==> config.mk <==
export PLATFORM = sky130hd
export DESIGN_NAME = flash_pd_id
export DESIGN_NICKNAME = d
export VERILOG_FILES = /design/src/logic/flash_pd_id_pkg.sv /design/src/logic/flash_pd_id.sv
export SDC_FILE = /design/constraint.sdc
export NUM_CORES = 1
export LEC_CHECK = 0
export BUFFER_PORTS_ARGS = -buffer_cell sky130_fd_sc_hd__clkbuf_2
export CELL_PAD_IN_SITES_DETAIL_PLACEMENT = 0
export CELL_PAD_IN_SITES_GLOBAL_PLACEMENT = 2
export CORE_MARGIN = 2
export CORE_UTILIZATION = 38
export DETAILED_ROUTE_END_ITERATION = 10
export PLACE_DENSITY = 0.8
export SLEW_MARGIN = 25
export SYNTH_ARGS = -nofsm -noshare
export SYNTH_HDL_FRONTEND = slang
export SYNTH_SLANG_ARGS = --single-unit
==> constraint.sdc <==
create_clock -name i_sys_clk -period 2.55 [get_ports i_sys_clk]
set_input_delay 0.51 -clock i_sys_clk [delete_from_list [all_inputs] [get_ports i_sys_clk]]
set_output_delay 0.51 -clock i_sys_clk [all_outputs]
set_load 0.02 [all_outputs]
==> src/logic/flash_pd_id_pkg.sv <==
// package of opcodes, bit counts and timing for the power-down and id command block
// Summary of operation
// - only sleep opcode enters deep sleep
// - in deep sleep ignore all but wake
// - select high gives standby when idle
// - reset always lands in standby
// - sleep executes only if select rises after bit eight
// - wait entry delay before sleeping
// - sleep rejected while busy cycle runs
// - short wake delay after bare wake
// - wake plus three dummies shifts device code
// - device code repeats until select rises
// - wake from sleep takes long delay
// - wake when awake gives standby at once
// - wake works awake; ignored while busy
// - code read address zero: maker then device
// - address one: device then maker
// - ident read: maker, type, capacity bytes
// - select high ends ident read to standby
// - ident ignored while erase or program
// - sample on rising, drive on falling
package flash_pd_id_pkg;
	localparam logic [7:0] DEEP_SLEEP_CMD              = 8'hb9;
	localparam logic [7:0] WAKE_AND_READ_PART_CODE_CMD = 8'hab;
	localparam logic [7:0] READ_MAKER_DEVICE_CMD       = 8'h90;
	localparam logic [7:0] READ_THREE_BYTE_IDENT_CMD   = 8'h9f;
	// bit counts of each command phase
	localparam int OPCODE_BITS  = 8;
	localparam int DUMMY_BITS   = 24;
	localparam int ADDR_BITS    = 24;
	// timing in ns and cycles at 100 MHz
	localparam int CLK_PERIOD_NS             = 10;
	localparam int SLEEP_ENTRY_DELAY_NS      = 3000;
	localparam int WAKE_DELAY_SHORT_NS       = 3000;
	localparam int WAKE_DELAY_WITH_CODE_NS   = 1800;
	localparam int SLEEP_ENTRY_CYCLES =
		(SLEEP_ENTRY_DELAY_NS + CLK_PERIOD_NS - 1) / CLK_PERIOD_NS;
	localparam int WAKE_SHORT_CYCLES =
		(WAKE_DELAY_SHORT_NS + CLK_PERIOD_NS - 1) / CLK_PERIOD_NS;
	localparam int WAKE_CODE_CYCLES =
		(WAKE_DELAY_WITH_CODE_NS + CLK_PERIOD_NS - 1) / CLK_PERIOD_NS;
	localparam int TIMER_W = 16;
endpackage : flash_pd_id_pkg

==> src/logic/flash_pd_id.sv <==
// power-down entry, release and identification command interpreter
`timescale 1ns/100ps
module flash_pd_id #(
	parameter logic [7:0] MAKER_CODE    = 8'h5a, // arbitrary value
	parameter logic [7:0] DEVICE_CODE   = 8'h11, // arbitrary value
	parameter logic [7:0] MEM_TYPE_CODE = 8'h31, // arbitrary value
	parameter logic [7:0] CAPACITY_CODE = 8'h12  // arbitrary value
) (
	// clock and reset
	input  wire logic i_sys_clk,
	input  wire logic i_rstn,
	// spi pins, sampled as synchronous
	input  wire logic i_cs_n,
	input  wire logic i_sclk,
	input  wire logic i_serial_in,
	// internal write cycle in progress
	input  wire logic i_busy,
	// serial out and its enable (low while driving)
	output logic      o_serial_out,
	output logic      o_serial_out_oe_n,
	// status
	output logic      o_deep_sleep,
	output logic      o_ready
);
	typedef enum logic [4:0] {
		ST_OPCODE = 5'h01,
		ST_PARAM  = 5'h02,
		ST_SHIFT  = 5'h04,
		ST_IGNORE = 5'h08,
		ST_SPARE  = 5'h10
	} phase_e;
	typedef enum logic [3:0] {
		PW_STANDBY  = 4'h1,
		PW_ENTERING = 4'h2,
		PW_SLEEP    = 4'h4,
		PW_WAKING   = 4'h8
	} power_e;

	phase_e                          phase, next_phase;
	power_e                          power, next_power;
	logic [7:0]                      opcode, next_opcode;
	logic [5:0]                      bit_cnt, next_bit_cnt;
	logic [flash_pd_id_pkg::TIMER_W-1:0] dwell, next_dwell;
	logic [23:0]                     out_word, next_out_word;
	logic [4:0]                      out_len, next_out_len;
	logic [4:0]                      out_idx, next_out_idx;
	logic                            sout, next_sout;
	logic                            soe_n, next_soe_n;
	logic [flash_pd_id_pkg::TIMER_W-1:0] timer, next_timer;
	logic                            sclk_q, cs_q;
	logic                            rise, fall, cs_rise;

	// edge detect on pins taken as synchronous
	always_ff @(posedge i_sys_clk) begin
		if (!i_rstn) begin
			sclk_q <= 1'b0;
			cs_q   <= 1'b1;
		end else begin
			sclk_q <= i_sclk;
			cs_q   <= i_cs_n;
		end
	end
	assign rise    = i_sclk & ~sclk_q & ~i_cs_n;
	assign fall    = ~i_sclk & sclk_q & ~i_cs_n;
	assign cs_rise = i_cs_n & ~cs_q;

	// command decode, shifting and power state
	always_comb begin
		next_phase    = phase;
		next_power    = power;
		next_opcode   = opcode;
		next_bit_cnt  = bit_cnt;
		next_out_word = out_word;
		next_out_len  = out_len;
		next_out_idx  = out_idx;
		next_sout     = sout;
		next_soe_n    = soe_n;
		next_timer    = timer;
		// entry and wake timers run down; the host keeps select high meanwhile
		if (timer != '0)
			next_timer = timer - 1'b1;
		if (power == PW_ENTERING && timer == '0)
			next_power = PW_SLEEP;
		if (power == PW_WAKING && timer == '0)
			next_power = PW_STANDBY;
		if (rise) begin
			case (phase)
				ST_OPCODE: begin
					next_opcode  = {opcode[6:0], i_serial_in};
					next_bit_cnt = bit_cnt + 6'h01;
					if (bit_cnt == 6'(flash_pd_id_pkg::OPCODE_BITS - 1)) begin
						next_bit_cnt = '0;
						next_phase   = ST_IGNORE;
						if (i_busy || power == PW_ENTERING || power == PW_WAKING) begin
							next_phase = ST_IGNORE;
						end else if (power == PW_SLEEP) begin
							if ({opcode[6:0], i_serial_in} ==
									flash_pd_id_pkg::WAKE_AND_READ_PART_CODE_CMD)
								next_phase = ST_PARAM;
						end else begin
							case ({opcode[6:0], i_serial_in})
								flash_pd_id_pkg::WAKE_AND_READ_PART_CODE_CMD,
								flash_pd_id_pkg::READ_MAKER_DEVICE_CMD:
									next_phase = ST_PARAM;
								flash_pd_id_pkg::DEEP_SLEEP_CMD:
									next_phase = ST_PARAM; // waits for select
								flash_pd_id_pkg::READ_THREE_BYTE_IDENT_CMD: begin
									next_phase    = ST_SHIFT;
									next_out_word = {MAKER_CODE, MEM_TYPE_CODE,
										CAPACITY_CODE};
									next_out_len  = 5'd23;
									next_out_idx  = 5'd23;
								end
								default: next_phase = ST_IGNORE;
							endcase
						end
					end
				end
				ST_PARAM: begin
					next_bit_cnt = bit_cnt + 6'h01;
					if (opcode == flash_pd_id_pkg::DEEP_SLEEP_CMD)
						next_phase = ST_IGNORE; // extra bit cancels
					if (bit_cnt == 6'(flash_pd_id_pkg::ADDR_BITS - 1)) begin
						next_phase   = ST_SHIFT;
						next_out_len = 5'd15;
						next_out_idx = 5'd15;
						if (opcode == flash_pd_id_pkg::WAKE_AND_READ_PART_CODE_CMD) begin
							next_out_word = {16'h0000, DEVICE_CODE};
							next_out_len  = 5'd7;
							next_out_idx  = 5'd7;
						end else if (i_serial_in)
							next_out_word = {8'h00, DEVICE_CODE, MAKER_CODE};
						else
							next_out_word = {8'h00, MAKER_CODE, DEVICE_CODE};
					end
				end
				default: ;
			endcase
		end
		// output on falling edges, repeating the pattern
		if (fall && phase == ST_SHIFT) begin
			next_sout  = out_word[out_idx];
			next_soe_n = 1'b0;
			next_out_idx = (out_idx == '0) ? out_len : out_idx - 1'b1;
		end
		// select rising ends every command
		if (cs_rise) begin
			next_phase   = ST_OPCODE;
			next_bit_cnt = '0;
			next_soe_n   = 1'b1;
			if (phase == ST_PARAM && opcode == flash_pd_id_pkg::DEEP_SLEEP_CMD &&
					bit_cnt == '0 && !i_busy) begin
				next_power = PW_ENTERING;
				next_timer = flash_pd_id_pkg::TIMER_W'(
					flash_pd_id_pkg::SLEEP_ENTRY_CYCLES);
			end
			if (opcode == flash_pd_id_pkg::WAKE_AND_READ_PART_CODE_CMD &&
					(phase == ST_PARAM || phase == ST_SHIFT)) begin
				if (power == PW_SLEEP) begin
					next_power = PW_WAKING;
					next_timer = (phase == ST_SHIFT || bit_cnt != '0) ?
						flash_pd_id_pkg::TIMER_W'(flash_pd_id_pkg::WAKE_CODE_CYCLES) :
						flash_pd_id_pkg::TIMER_W'(flash_pd_id_pkg::WAKE_SHORT_CYCLES);
				end
				// awake: already standby, nothing to wait for
			end
		end
		if (i_cs_n && phase != ST_OPCODE)
			next_phase = ST_OPCODE;
	end

	// state registers; reset lands in standby
	always_ff @(posedge i_sys_clk) begin
		if (!i_rstn) begin
			phase    <= ST_OPCODE;
			power    <= PW_STANDBY;
			opcode   <= 8'h00;
			bit_cnt  <= 6'h00;
			out_word <= 24'h000000;
			out_len  <= 5'h00;
			out_idx  <= 5'h00;
			sout     <= 1'b0;
			soe_n    <= 1'b1;
			timer    <= '0;
		end else begin
			phase    <= next_phase;
			power    <= next_power;
			opcode   <= next_opcode;
			bit_cnt  <= next_bit_cnt;
			out_word <= next_out_word;
			out_len  <= next_out_len;
			out_idx  <= next_out_idx;
			sout     <= next_sout;
			soe_n    <= next_soe_n;
			timer    <= next_timer;
		end
	end

	assign o_serial_out      = sout;
	assign o_serial_out_oe_n = soe_n;
	assign o_deep_sleep      = (power == PW_SLEEP);
	assign o_ready           = (power == PW_STANDBY);

	// cycles spent in the present power state; only the delay checks read it,
	// and it saturates so a long standby cannot wrap it into a false match
	always_comb begin
		next_dwell = dwell;
		if (next_power != power)
			next_dwell = '0;
		else if (dwell != '1)
			next_dwell = dwell + 1'b1;
	end

	// dwell register
	always_ff @(posedge i_sys_clk) begin
		if (!i_rstn)
			dwell <= '0;
		else
			dwell <= next_dwell;
	end

	// checks
	property p_reset_standby;
		@(posedge i_sys_clk) !i_rstn |=> (power == PW_STANDBY);
	endproperty
	a_reset_standby: assert property (p_reset_standby)
		else $error("no standby after reset");
	property p_sleep_only_from_entry;
		@(posedge i_sys_clk) disable iff (!i_rstn)
		$rose(power == PW_SLEEP) |-> $past(power) == PW_ENTERING;
	endproperty
	a_sleep_only_from_entry: assert property (p_sleep_only_from_entry)
		else $error("bad sleep entry");
	property p_sleep_stays;
		@(posedge i_sys_clk) disable iff (!i_rstn)
		(power == PW_SLEEP) && !cs_rise |=> (power == PW_SLEEP);
	endproperty
	a_sleep_stays: assert property (p_sleep_stays)
		else $error("sleep left without select");
	property p_entry_delay;
		@(posedge i_sys_clk) disable iff (!i_rstn)
		$rose(power == PW_ENTERING) |-> (power == PW_ENTERING)[*8];
	endproperty
	a_entry_delay: assert property (p_entry_delay)
		else $error("entry delay too short");
	property p_busy_no_entry;
		@(posedge i_sys_clk) disable iff (!i_rstn)
		cs_rise && i_busy && power == PW_STANDBY |=> power == PW_STANDBY;
	endproperty
	a_busy_no_entry: assert property (p_busy_no_entry)
		else $error("sleep while busy");
	property p_wake_ends;
		@(posedge i_sys_clk) disable iff (!i_rstn)
		$rose(power == PW_WAKING) |-> ##[1:400] power == PW_STANDBY;
	endproperty
	a_wake_ends: assert property (p_wake_ends)
		else $error("wake did not finish");
	property p_quiet_deselected;
		@(posedge i_sys_clk) disable iff (!i_rstn)
		cs_rise |=> soe_n;
	endproperty
	a_quiet_deselected: assert property (p_quiet_deselected)
		else $error("output after select");
	property p_drive_on_fall;
		@(posedge i_sys_clk) disable iff (!i_rstn)
		$changed(sout) |-> $past(fall);
	endproperty
	a_drive_on_fall: assert property (p_drive_on_fall)
		else $error("output moved off falling edge");
	// delay lengths measured against the package counts, not the timer itself
	property p_entry_length;
		@(posedge i_sys_clk) disable iff (!i_rstn)
		power == PW_ENTERING && next_power == PW_SLEEP |->
			dwell == flash_pd_id_pkg::TIMER_W'(flash_pd_id_pkg::SLEEP_ENTRY_CYCLES);
	endproperty
	a_entry_length: assert property (p_entry_length)
		else $error("entry delay length wrong");
	property p_wake_length;
		@(posedge i_sys_clk) disable iff (!i_rstn)
		power == PW_WAKING && next_power == PW_STANDBY |->
			dwell == flash_pd_id_pkg::TIMER_W'(flash_pd_id_pkg::WAKE_SHORT_CYCLES) ||
			dwell == flash_pd_id_pkg::TIMER_W'(flash_pd_id_pkg::WAKE_CODE_CYCLES);
	endproperty
	a_wake_length: assert property (p_wake_length)
		else $error("wake delay length wrong");
	property p_busy_opcode_ignored;
		@(posedge i_sys_clk) disable iff (!i_rstn)
		rise && phase == ST_OPCODE && i_busy &&
			bit_cnt == 6'(flash_pd_id_pkg::OPCODE_BITS - 1) |=> phase == ST_IGNORE;
	endproperty
	a_busy_opcode_ignored: assert property (p_busy_opcode_ignored)
		else $error("opcode decoded while busy");
	property p_asleep_refuses;
		@(posedge i_sys_clk) disable iff (!i_rstn)
		rise && phase == ST_OPCODE && power == PW_SLEEP &&
			bit_cnt == 6'(flash_pd_id_pkg::OPCODE_BITS - 1) &&
			{opcode[6:0], i_serial_in} != flash_pd_id_pkg::WAKE_AND_READ_PART_CODE_CMD
			|=> phase == ST_IGNORE;
	endproperty
	a_asleep_refuses: assert property (p_asleep_refuses)
		else $error("opcode decoded while asleep");
	property p_out_only_shifting;
		@(posedge i_sys_clk) disable iff (!i_rstn)
		!soe_n |-> phase == ST_SHIFT;
	endproperty
	a_out_only_shifting: assert property (p_out_only_shifting)
		else $error("output driven outside a read");
	property p_awake_wake_at_once;
		@(posedge i_sys_clk) disable iff (!i_rstn)
		cs_rise && power == PW_STANDBY &&
			opcode == flash_pd_id_pkg::WAKE_AND_READ_PART_CODE_CMD |=> power == PW_STANDBY;
	endproperty
	a_awake_wake_at_once: assert property (p_awake_wake_at_once)
		else $error("awake release did not stay in standby");
	property p_ident_loaded;
		@(posedge i_sys_clk) disable iff (!i_rstn)
		rise && phase == ST_OPCODE && power == PW_STANDBY && !i_busy &&
			bit_cnt == 6'(flash_pd_id_pkg::OPCODE_BITS - 1) &&
			{opcode[6:0], i_serial_in} == flash_pd_id_pkg::READ_THREE_BYTE_IDENT_CMD
			|=> phase == ST_SHIFT && out_word == {MAKER_CODE, MEM_TYPE_CODE, CAPACITY_CODE};
	endproperty
	a_ident_loaded: assert property (p_ident_loaded)
		else $error("ident read not loaded");
endmodule : flash_pd_id

==> summary.txt, run 1 <==
mux contribution to synthesized area -> 2.41%
Post-Syn Nets -> 368
# rows -> 32
vias in the first global route -> 2412
PnR Total Power -> 0.00249 W
synthesized area -> 2960 um2
worst r2r path cells -> 5
routed wl met3 -> 119 um
remaining antenna violation count after routing -> 0
Synth Flop Type -> dfxtp_1
crit path capture type -> flop
Area Overhead vs Synth -> 10.7%
met1 WL -> 3380 um
RSZ-0062 raised after global routing -> false
die area -> 8510 um2
Fin. Hold Viols -> 0
DP Worst Slack -> 151 ps
VDD IR max -> 0.302 mV
clk buf depth -> 2
Die X -> 92.2 um
post-synthesis adder-cell area fraction -> 2.12%
Worst Hold End -> sclk_q
max-slew violations -> 0
Max Clock Skew -> 9.19 ps
Synth area leader -> dfxtp_1
slowest cell on the critical path -> or4_1
setup ws final -> 167 ps
final setup fails -> 0
Post-synth top cells -> dfxtp_1 (55), nand2_1 (28), nor2_1 (28), nand3_1 (24), a21oi_1 (18)
DRC viols -> 0
DR WL met2 -> 3090 um
max cap viols -> 0
CP bufs+invs -> 0
total grt overflow -> 0
worst hold slack -> 422 ps
routability cong. -> 0.855
routed vias/inst -> 5.45
Syn Inst Count -> 357
CTS tree -> built
nets -> 382
Antenna diodes -> 0
top layer used by detailed routing -> met4
Final Routed Wirelength -> 6680 um
Top delay family on crit path -> simple AND/OR/NAND/NOR gates
Leak -> 1.18 nW
worst-path cell chain -> or4_4 -> or4_1 -> or2_1 -> o41ai_1 -> a21oi_1
Port-buffer cells -> 9
most common cell in the netlist -> dfxtp_1
reg2reg start -> timer[8]
io pins -> 10
Setup CP Type -> flop to flop
Startpoint Class -> flop
Reg clk slew, reported paths -> 100 ps
fin crit period -> 2380 ps
initial antenna violation count -> 0
global-route wire length before repair -> 11600 um
Avg WL per Cell -> 14.1 um
storage element area -> 1100 um2
Highest Clock Rate -> 0.420 GHz
simple-gate area share of the yosys netlist -> 30.2%
P per Cell Area -> 760 nW/um2
register area share after synthesis -> 37.2%
GRT Total Usage -> 16.7%
dominant cells by area after synthesis -> dfxtp_1 (37%), nand3_1 (4.1%), nand2_1 (3.6%)
Fin Setup TNS -> 0 ps
Synth Register Bits -> 55
Synth Area in XOR/XNOR -> 4.15%
first-pass iteration count of the detailed router -> 4
CTS H-tree depth -> 2
largest net degree at the start of global routing -> 21
Critical Path RT -> 2750 ps
syn_area_per_cell -> 8.29 um2
clock sink count -> 55
relative slew slack -> 56.7%
share of layout cells above drive strength 1 -> 11.9%
worst hold path class -> input port to flop
post-cts hold buffer count -> 0
hold path depth -> 2
worst hold start -> i_sclk
Critical Path AT -> 2580 ps
Initial DRC Count -> 88
area of the multi-input gates -> 1740 um2
Yosys top cell area share -> 37.2%
dpl hpwl -> 4960 um
via count -> 2580
status -> complete, no violations
clock root cell -> clkbuf_8
fin crit share -> 93.5%
Initial Util -> 38.7%
total CTS buffers -> 5
Netlist cell types -> 63
max incr delay on CP -> 650 ps
core area -> 7650 um2
final core utilization -> 42.8%
Vert. Die Dim -> 92.2 um
flop2flop setup slack -> 170 ps
Post-synth ARST share -> 0%
Clock Latency Late Sink -> 310 ps
# fillers -> 792
yosys synthesis warning count -> 0
Worst-Margin Slew -> 640 ps
Post-synth EDFFs -> 0
largest family of logic cells by synthesized area -> simple AND/OR/NAND/NOR gates
compound-gate portion of the synthesized area -> 19.8%
RR Endpoint -> power[1]
crit-path max FO -> 12
[where the power goes]
part	internal (W)	switching, W
logic	0.000374	0.000482
registers	0.000960	0.0000994
clock network	0.000289	0.000282
total	0.00162	0.000864
[cell type report]
| class | instances | share of cell area, % |
|---|---|---|
| clock buffers | 6 | 2.22 |
| clock inverters | 1 | 0.917 |
| inverters | 11 | 1.26 |
| multi-input cells | 274 | 53.3 |
| flip-flops and latches | 55 | 33.6 |
| well taps | 102 | 3.90 |
| repair buffers | 24 | 4.81 |
[state kept, by name, summed over array words and instances (netlist names), 2 cells and up]
name      flops
power         4
out_word      6
opcode        8
phase         4
bit_cnt       6
out_idx       5
timer        16
out_len       2
[how the worst max path moves through the flow]
stage                  start   endpoint  depth (start not counted)
floorplan           timer[3]   timer[5]                          7
finish              timer[8]   power[1]                          5
detailed placement  timer[8]  timer[15]                          6
global route        timer[8]   power[1]                          5
CTS                 timer[8]  timer[15]                          6
global placement    timer[8]  timer[13]                          6
[metal layers]
| metal | track usage [%] | up-vias |
|---|---|---|
| li1 | - | 1332 |
| met1 | 23.2 | 1223 |
| met2 | 26.2 | 17 |
| met3 | 2.79 | 8 |
| met4 | 5.35 | 0 |
| met5 | 0 | - |
[stage by stage]
step / instance area [um2] / instances
floorplan: 2960 / 357
global placement: 3170 / 466
detailed placement: 3170 / 466
CTS: 3270 / 473
global route: 3270 / 473
finish: 3270 / 473
[placed cells by master (no fill, tap or decap), types with 11 or more instances in the layout]
cell type	count
buf_4	15
inv_1	11
o21ai_0	14
nand3_1	24
dfxtp_1	55
a21oi_1	18
nor2_1	28
nand2_1	28
[kinds of logic (layout without fill, tap and decap cells)]
logic type	after synthesis	after routing
XOR/XNOR	14	14
multiplexers	7	7
adder cells (fa/ha/maj)	5	5
buffers and inverters	28	42
AO/OA/AOI/OAI	89	89
AND/OR/NAND/NOR	159	159
flip-flops	55	55
[repair_timing]
item	in CTS	in global routing
buffers inserted	0	0
endpoints found under the setup margin	0	3
resized for setup	0	1
(Power assumes the default switching activity.)
==> run 2, diff against run 1 <==
--- a/config.mk
+++ b/config.mk
@@ -12,6 +12,7 @@
 export CORE_UTILIZATION = 38
 export DETAILED_ROUTE_END_ITERATION = 10
 export PLACE_DENSITY = 0.8
+export RECOVER_POWER = 50
 export SLEW_MARGIN = 25
 export SYNTH_ARGS = -nofsm -noshare
 export SYNTH_HDL_FRONTEND = slang
==> summary.txt, run 2 (synthesized netlist as in run 1, its figures left out) <==
Clock power frac -> 23.1%
switching share of power -> 34.8%
slowest cell on the critical path -> or4_1
Biggest register -> timer
Fin Setup TNS -> 0 ps
Leak -> 1.15 nW
Max Clock Skew -> 9.65 ps
CP startpoint -> timer[8]
routability cong. -> 0.855
total CTS buffers -> 5
Avg WL per Cell -> 14.0 um
crit path capture type -> flop
initial antenna violation count -> 0
Comb pwr share -> 34.0%
NetSw -> 0.000860 W
Worst-Margin Slew -> 900 ps
clock sink count -> 55
Die X -> 92.2 um
Reg clk slew, reported paths -> 100 ps
most common cell after layout, fill and taps aside -> dfxtp_1
Vert. Die Dim -> 92.2 um
Final Routed Wirelength -> 6640 um
Port-buffer cells -> 9
status -> complete, no violations
Startpoint Class -> flop
CTS H-tree depth -> 2
P per Cell Area -> 762 nW/um2
via count -> 2601
Antenna diodes -> 0
core area -> 7650 um2
routed wl met3 -> 127 um
fin crit share -> 93.4%
Setup CP Type -> flop to flop
CTS tree -> built
DRC viols -> 0
Clock Latency Late Sink -> 310 ps
met1 WL -> 3330 um
VDD IR max -> 0.298 mV
routed vias/inst -> 5.50
die area -> 8510 um2
crit-path max FO -> 12
first-pass iteration count of the detailed router -> 4
max cap viols -> 0
CP bufs+invs -> 0
# rows -> 32
final core utilization -> 42.4%
Critical Path Sink -> power[1]
final setup fails -> 0
nets -> 382
top layer used by detailed routing -> met4
max reg flops -> 16
Top delay family on crit path -> simple AND/OR/NAND/NOR gates
worst r2r path cells -> 5
Int Power -> 0.00161 W
Initial DRC Count -> 79
RR Endpoint -> power[1]
clk buf depth -> 2
Fin. Hold Viols -> 0
worst hold path class -> input port to flop
Highest Clock Rate -> 0.420 GHz
dpl hpwl -> 4960 um
flop2flop setup slack -> 170 ps
worst-path cell chain -> or4_4 -> or4_1 -> or2_1 -> o41ai_1 -> a21oi_1
total grt overflow -> 0
vias in the first global route -> 2412
DR WL met2 -> 3100 um
largest net degree at the start of global routing -> 21
GRT Total Usage -> 16.7%
clock root cell -> clkbuf_8
reg2reg start -> timer[8]
share of layout cells above drive strength 1 -> 9.16%
Critical Path Stages -> 5
most frequent cells in the layout -> dfxtp_1 (55), nand2_1 (28), nor2_1 (28)
relative slew slack -> 39.3%
largest registers -> timer (16), opcode (8)
max incr delay on CP -> 650 ps
RSZ-0062 raised after global routing -> false
global-route wire length before repair -> 11600 um
fin crit period -> 2380 ps
Area Overhead vs Synth -> 9.69%
Critical Path RT -> 2750 ps
remaining antenna violation count after routing -> 0
max-slew violations -> 0
Flop pwr share -> 42.9%
io pins -> 10
Initial Util -> 38.7%
Critical Path AT -> 2580 ps
-- run 2: cell types whose count changed in the layout (fill, tap and decap cells not counted) --
cell | before | now
clkbuf_1 | 1 | 10
buf_4 | 15 | 10
clkbuf_2 | 9 | 5
o21ai_0 | 14 | 18
o21ai_1 | 8 | 4
nor4b_1 | 2 | 3
nor4b_2 | 2 | 1
-- run 2: layout make-up --
class                      count  area (um2)
timing repair buffer          24         134
inverter                      11        41.3
tap                          102         128
clock buffer                   6        72.6
multi-input combinational    274        1740
sequential                    55        1100
clock inverter                 1        30.0
fill                         798        4400
-- run 2: stage by stage --
stage	power (W)	cell area [um2]	worst slack, ps	hold WS [ps]	std cells
2_1_floorplan	0.00177	2960	355	435	357
3_3_place_gp	0.00192	3170	185	436	466
3_5_place_dp	0.00192	3170	151	447	466
4_1_cts	0.00251	3270	122	421	473
5_1_grt	0.00266	3240	39.1	419	473
6_report	0.00247	3240	169	422	473
-- run 2: metal layers --
layer	vias up	track usage (%)
met5	-	0
li1	1335	-
met4	0	5.35
met3	8	2.79
met2	19	26.2
met1	1239	23.2
-- run 2: worst min path at each step --
| stage | startpoint | to | slack (ps) | cells past startpoint |
|---|---|---|---|---|
| global placement | o_serial_out_oe_n | o_serial_out_oe_n | 440 | 1 |
| CTS | i_sclk | sclk_q | 420 | 2 |
| finish | i_sclk | sclk_q | 420 | 2 |
| global route | i_sclk | sclk_q | 420 | 2 |
| floorplan | out_word[6] | out_word[6] | 440 | 2 |
| detailed placement | o_serial_out_oe_n | o_serial_out_oe_n | 450 | 1 |
-- run 2: what timing repair did --
| item | CTS | global route |
|---|---|---|
| resized for setup | 0 | 1 |
| hold buffers | 0 | 0 |
| setup buffers | 0 | 0 |
| setup endpoints to repair | 0 | 3 |
-- run 2: power groups by stage --
stage	Sequential (W)	Clock [W]	Combinational (W)
2_1_floorplan	0.00105	0	0.000716
3_3_place_gp	0.00108	0	0.000842
3_5_place_dp	0.00108	0	0.000844
4_1_cts	0.00106	0.000597	0.000851
5_1_grt	0.00108	0.000629	0.000954
6_report	0.00106	0.000572	0.000840
==> run 3, diff against run 2 <==
--- a/config.mk
+++ b/config.mk
@@ -11,7 +11,7 @@
 export CORE_MARGIN = 2
 export CORE_UTILIZATION = 38
 export DETAILED_ROUTE_END_ITERATION = 10
-export PLACE_DENSITY = 0.8
+export PLACE_DENSITY_LB_ADDON = 0.1
 export RECOVER_POWER = 50
 export SLEW_MARGIN = 25
 export SYNTH_ARGS = -nofsm -noshare
==> summary.txt, run 3 (synthesized netlist as in run 1, its figures left out) <==
Critical Path AT -> 2540 ps
status -> complete, no violations
initial antenna violation count -> 0
flop2flop setup slack -> 200 ps
Critical Path RT -> 2740 ps
Die X -> 92.2 um
largest net degree at the start of global routing -> 19
Vert. Die Dim -> 92.2 um
Biggest register -> timer
first-pass iteration count of the detailed router -> 4
P per Cell Area -> 758 nW/um2
final setup fails -> 0
CTS H-tree depth -> 2
most frequent cells in the layout -> dfxtp_1 (55), nand2_1 (28), nor2_1 (28)
max cap viols -> 0
Startpoint Class -> flop
Setup CP Type -> flop to flop
vias in the first global route -> 2555
crit-path max FO -> 7
clock root cell -> clkbuf_8
via count -> 2536
Fin. Hold Viols -> 0
CTS tree -> built
VDD IR max -> 0.245 mV
max reg flops -> 16
Reg clk slew, reported paths -> 100 ps
Fin Setup TNS -> 0 ps
relative slew slack -> 45.4%
worst hold start -> i_sclk
global-route wire length before repair -> 12000 um
Port-buffer cells -> 9
total CTS buffers -> 5
Antenna diodes -> 0
core area -> 7650 um2
worst hold path class -> input port to flop
clk buf depth -> 2
routability cong. -> 0.846
final core utilization -> 42.5%
remaining antenna violation count after routing -> 0
total grt overflow -> 0
crit path capture type -> flop
max-slew violations -> 0
Final Routed Wirelength -> 6720 um
post-cts hold buffer count -> 0
Avg WL per Cell -> 14.2 um
# rows -> 32
RR Endpoint -> power[3]
Leak -> 1.15 nW
io pins -> 10
die area -> 8510 um2
Highest Clock Rate -> 0.426 GHz
post_cts resized -> 0
Area Overhead vs Synth -> 9.81%
fin crit period -> 2350 ps
most common cell after layout, fill and taps aside -> dfxtp_1
dpl hpwl -> 5110 um
worst r2r path cells -> 5
clock sink count -> 55
Clock Latency Late Sink -> 310 ps
Worst-Margin Slew -> 810 ps
CP startpoint -> timer[3]
fin crit share -> 92.0%
Critical Path Sink -> power[3]
Max Clock Skew -> 8.41 ps
largest registers -> timer (16), opcode (8)
setup bufs post-CTS -> 0
share of layout cells above drive strength 1 -> 9.68%
reg2reg start -> timer[3]
RSZ-0062 raised after global routing -> false
Initial DRC Count -> 90
DRC viols -> 0
Initial Util -> 38.7%
nets -> 382
GRT Total Usage -> 17.2%
routed vias/inst -> 5.35
==> run 3: worst min-delay path by stage <==
stage               cells past startpoint  slack (ps)                 to
global route                            2         420             sclk_q
CTS                                     2         420             sclk_q
floorplan                               2         440        out_word[6]
finish                                  2         430             sclk_q
detailed placement                      1         450  o_serial_out_oe_n
global placement                        1         440  o_serial_out_oe_n
==> run 3: power by group <==
part           internal [W]  switching, W  total [W]
combinational      0.000399      0.000474   0.000873
clock              0.000248      0.000285   0.000533
sequential         0.000960     0.0000960    0.00106
total               0.00161      0.000855    0.00246
==> run 3: per-stage QoR <==
stage	total power [W]	cell area (um2)	hold slack, ps	cells	setup slack, ps
detailed placement	0.00196	3170	451	466	254
global placement	0.00195	3170	436	466	259
finish	0.00246	3250	426	474	204
floorplan	0.00177	2960	435	357	355
CTS	0.00251	3270	419	474	208
global route	0.00267	3250	422	474	94.2
==> run 3: area by class of cell <==
cell class,instances,area [um2]
Clock buffer,7,96.3
Clock inverter,1,7.51
Fill cell,833,4400
Inverter,11,41.3
Multi-Input combinational cell,274,1730
Sequential cell,55,1100
Tap cell,102,128
Timing Repair Buffer,24,140
==> run 3: critical path, stage by stage, from the launching register on <==
cell	delay [ps]
dfxtp_1	380
or4_1	530
or4_1	610
or2_1	310
o311ai_1	290
a21boi_1	110
==> run 3: metal layers <==
| metal | vias up | global-route usage (%) | part of all wire, % |
|---|---|---|---|
| li1 | 1328 | - | - |
| met1 | 1170 | 22.8 | 50 |
| met2 | 25 | 28.7 | 46 |
| met3 | 13 | 3.04 | 2.5 |
| met4 | 0 | 5.22 | 1.9 |
| met5 | - | 0 | 0 |
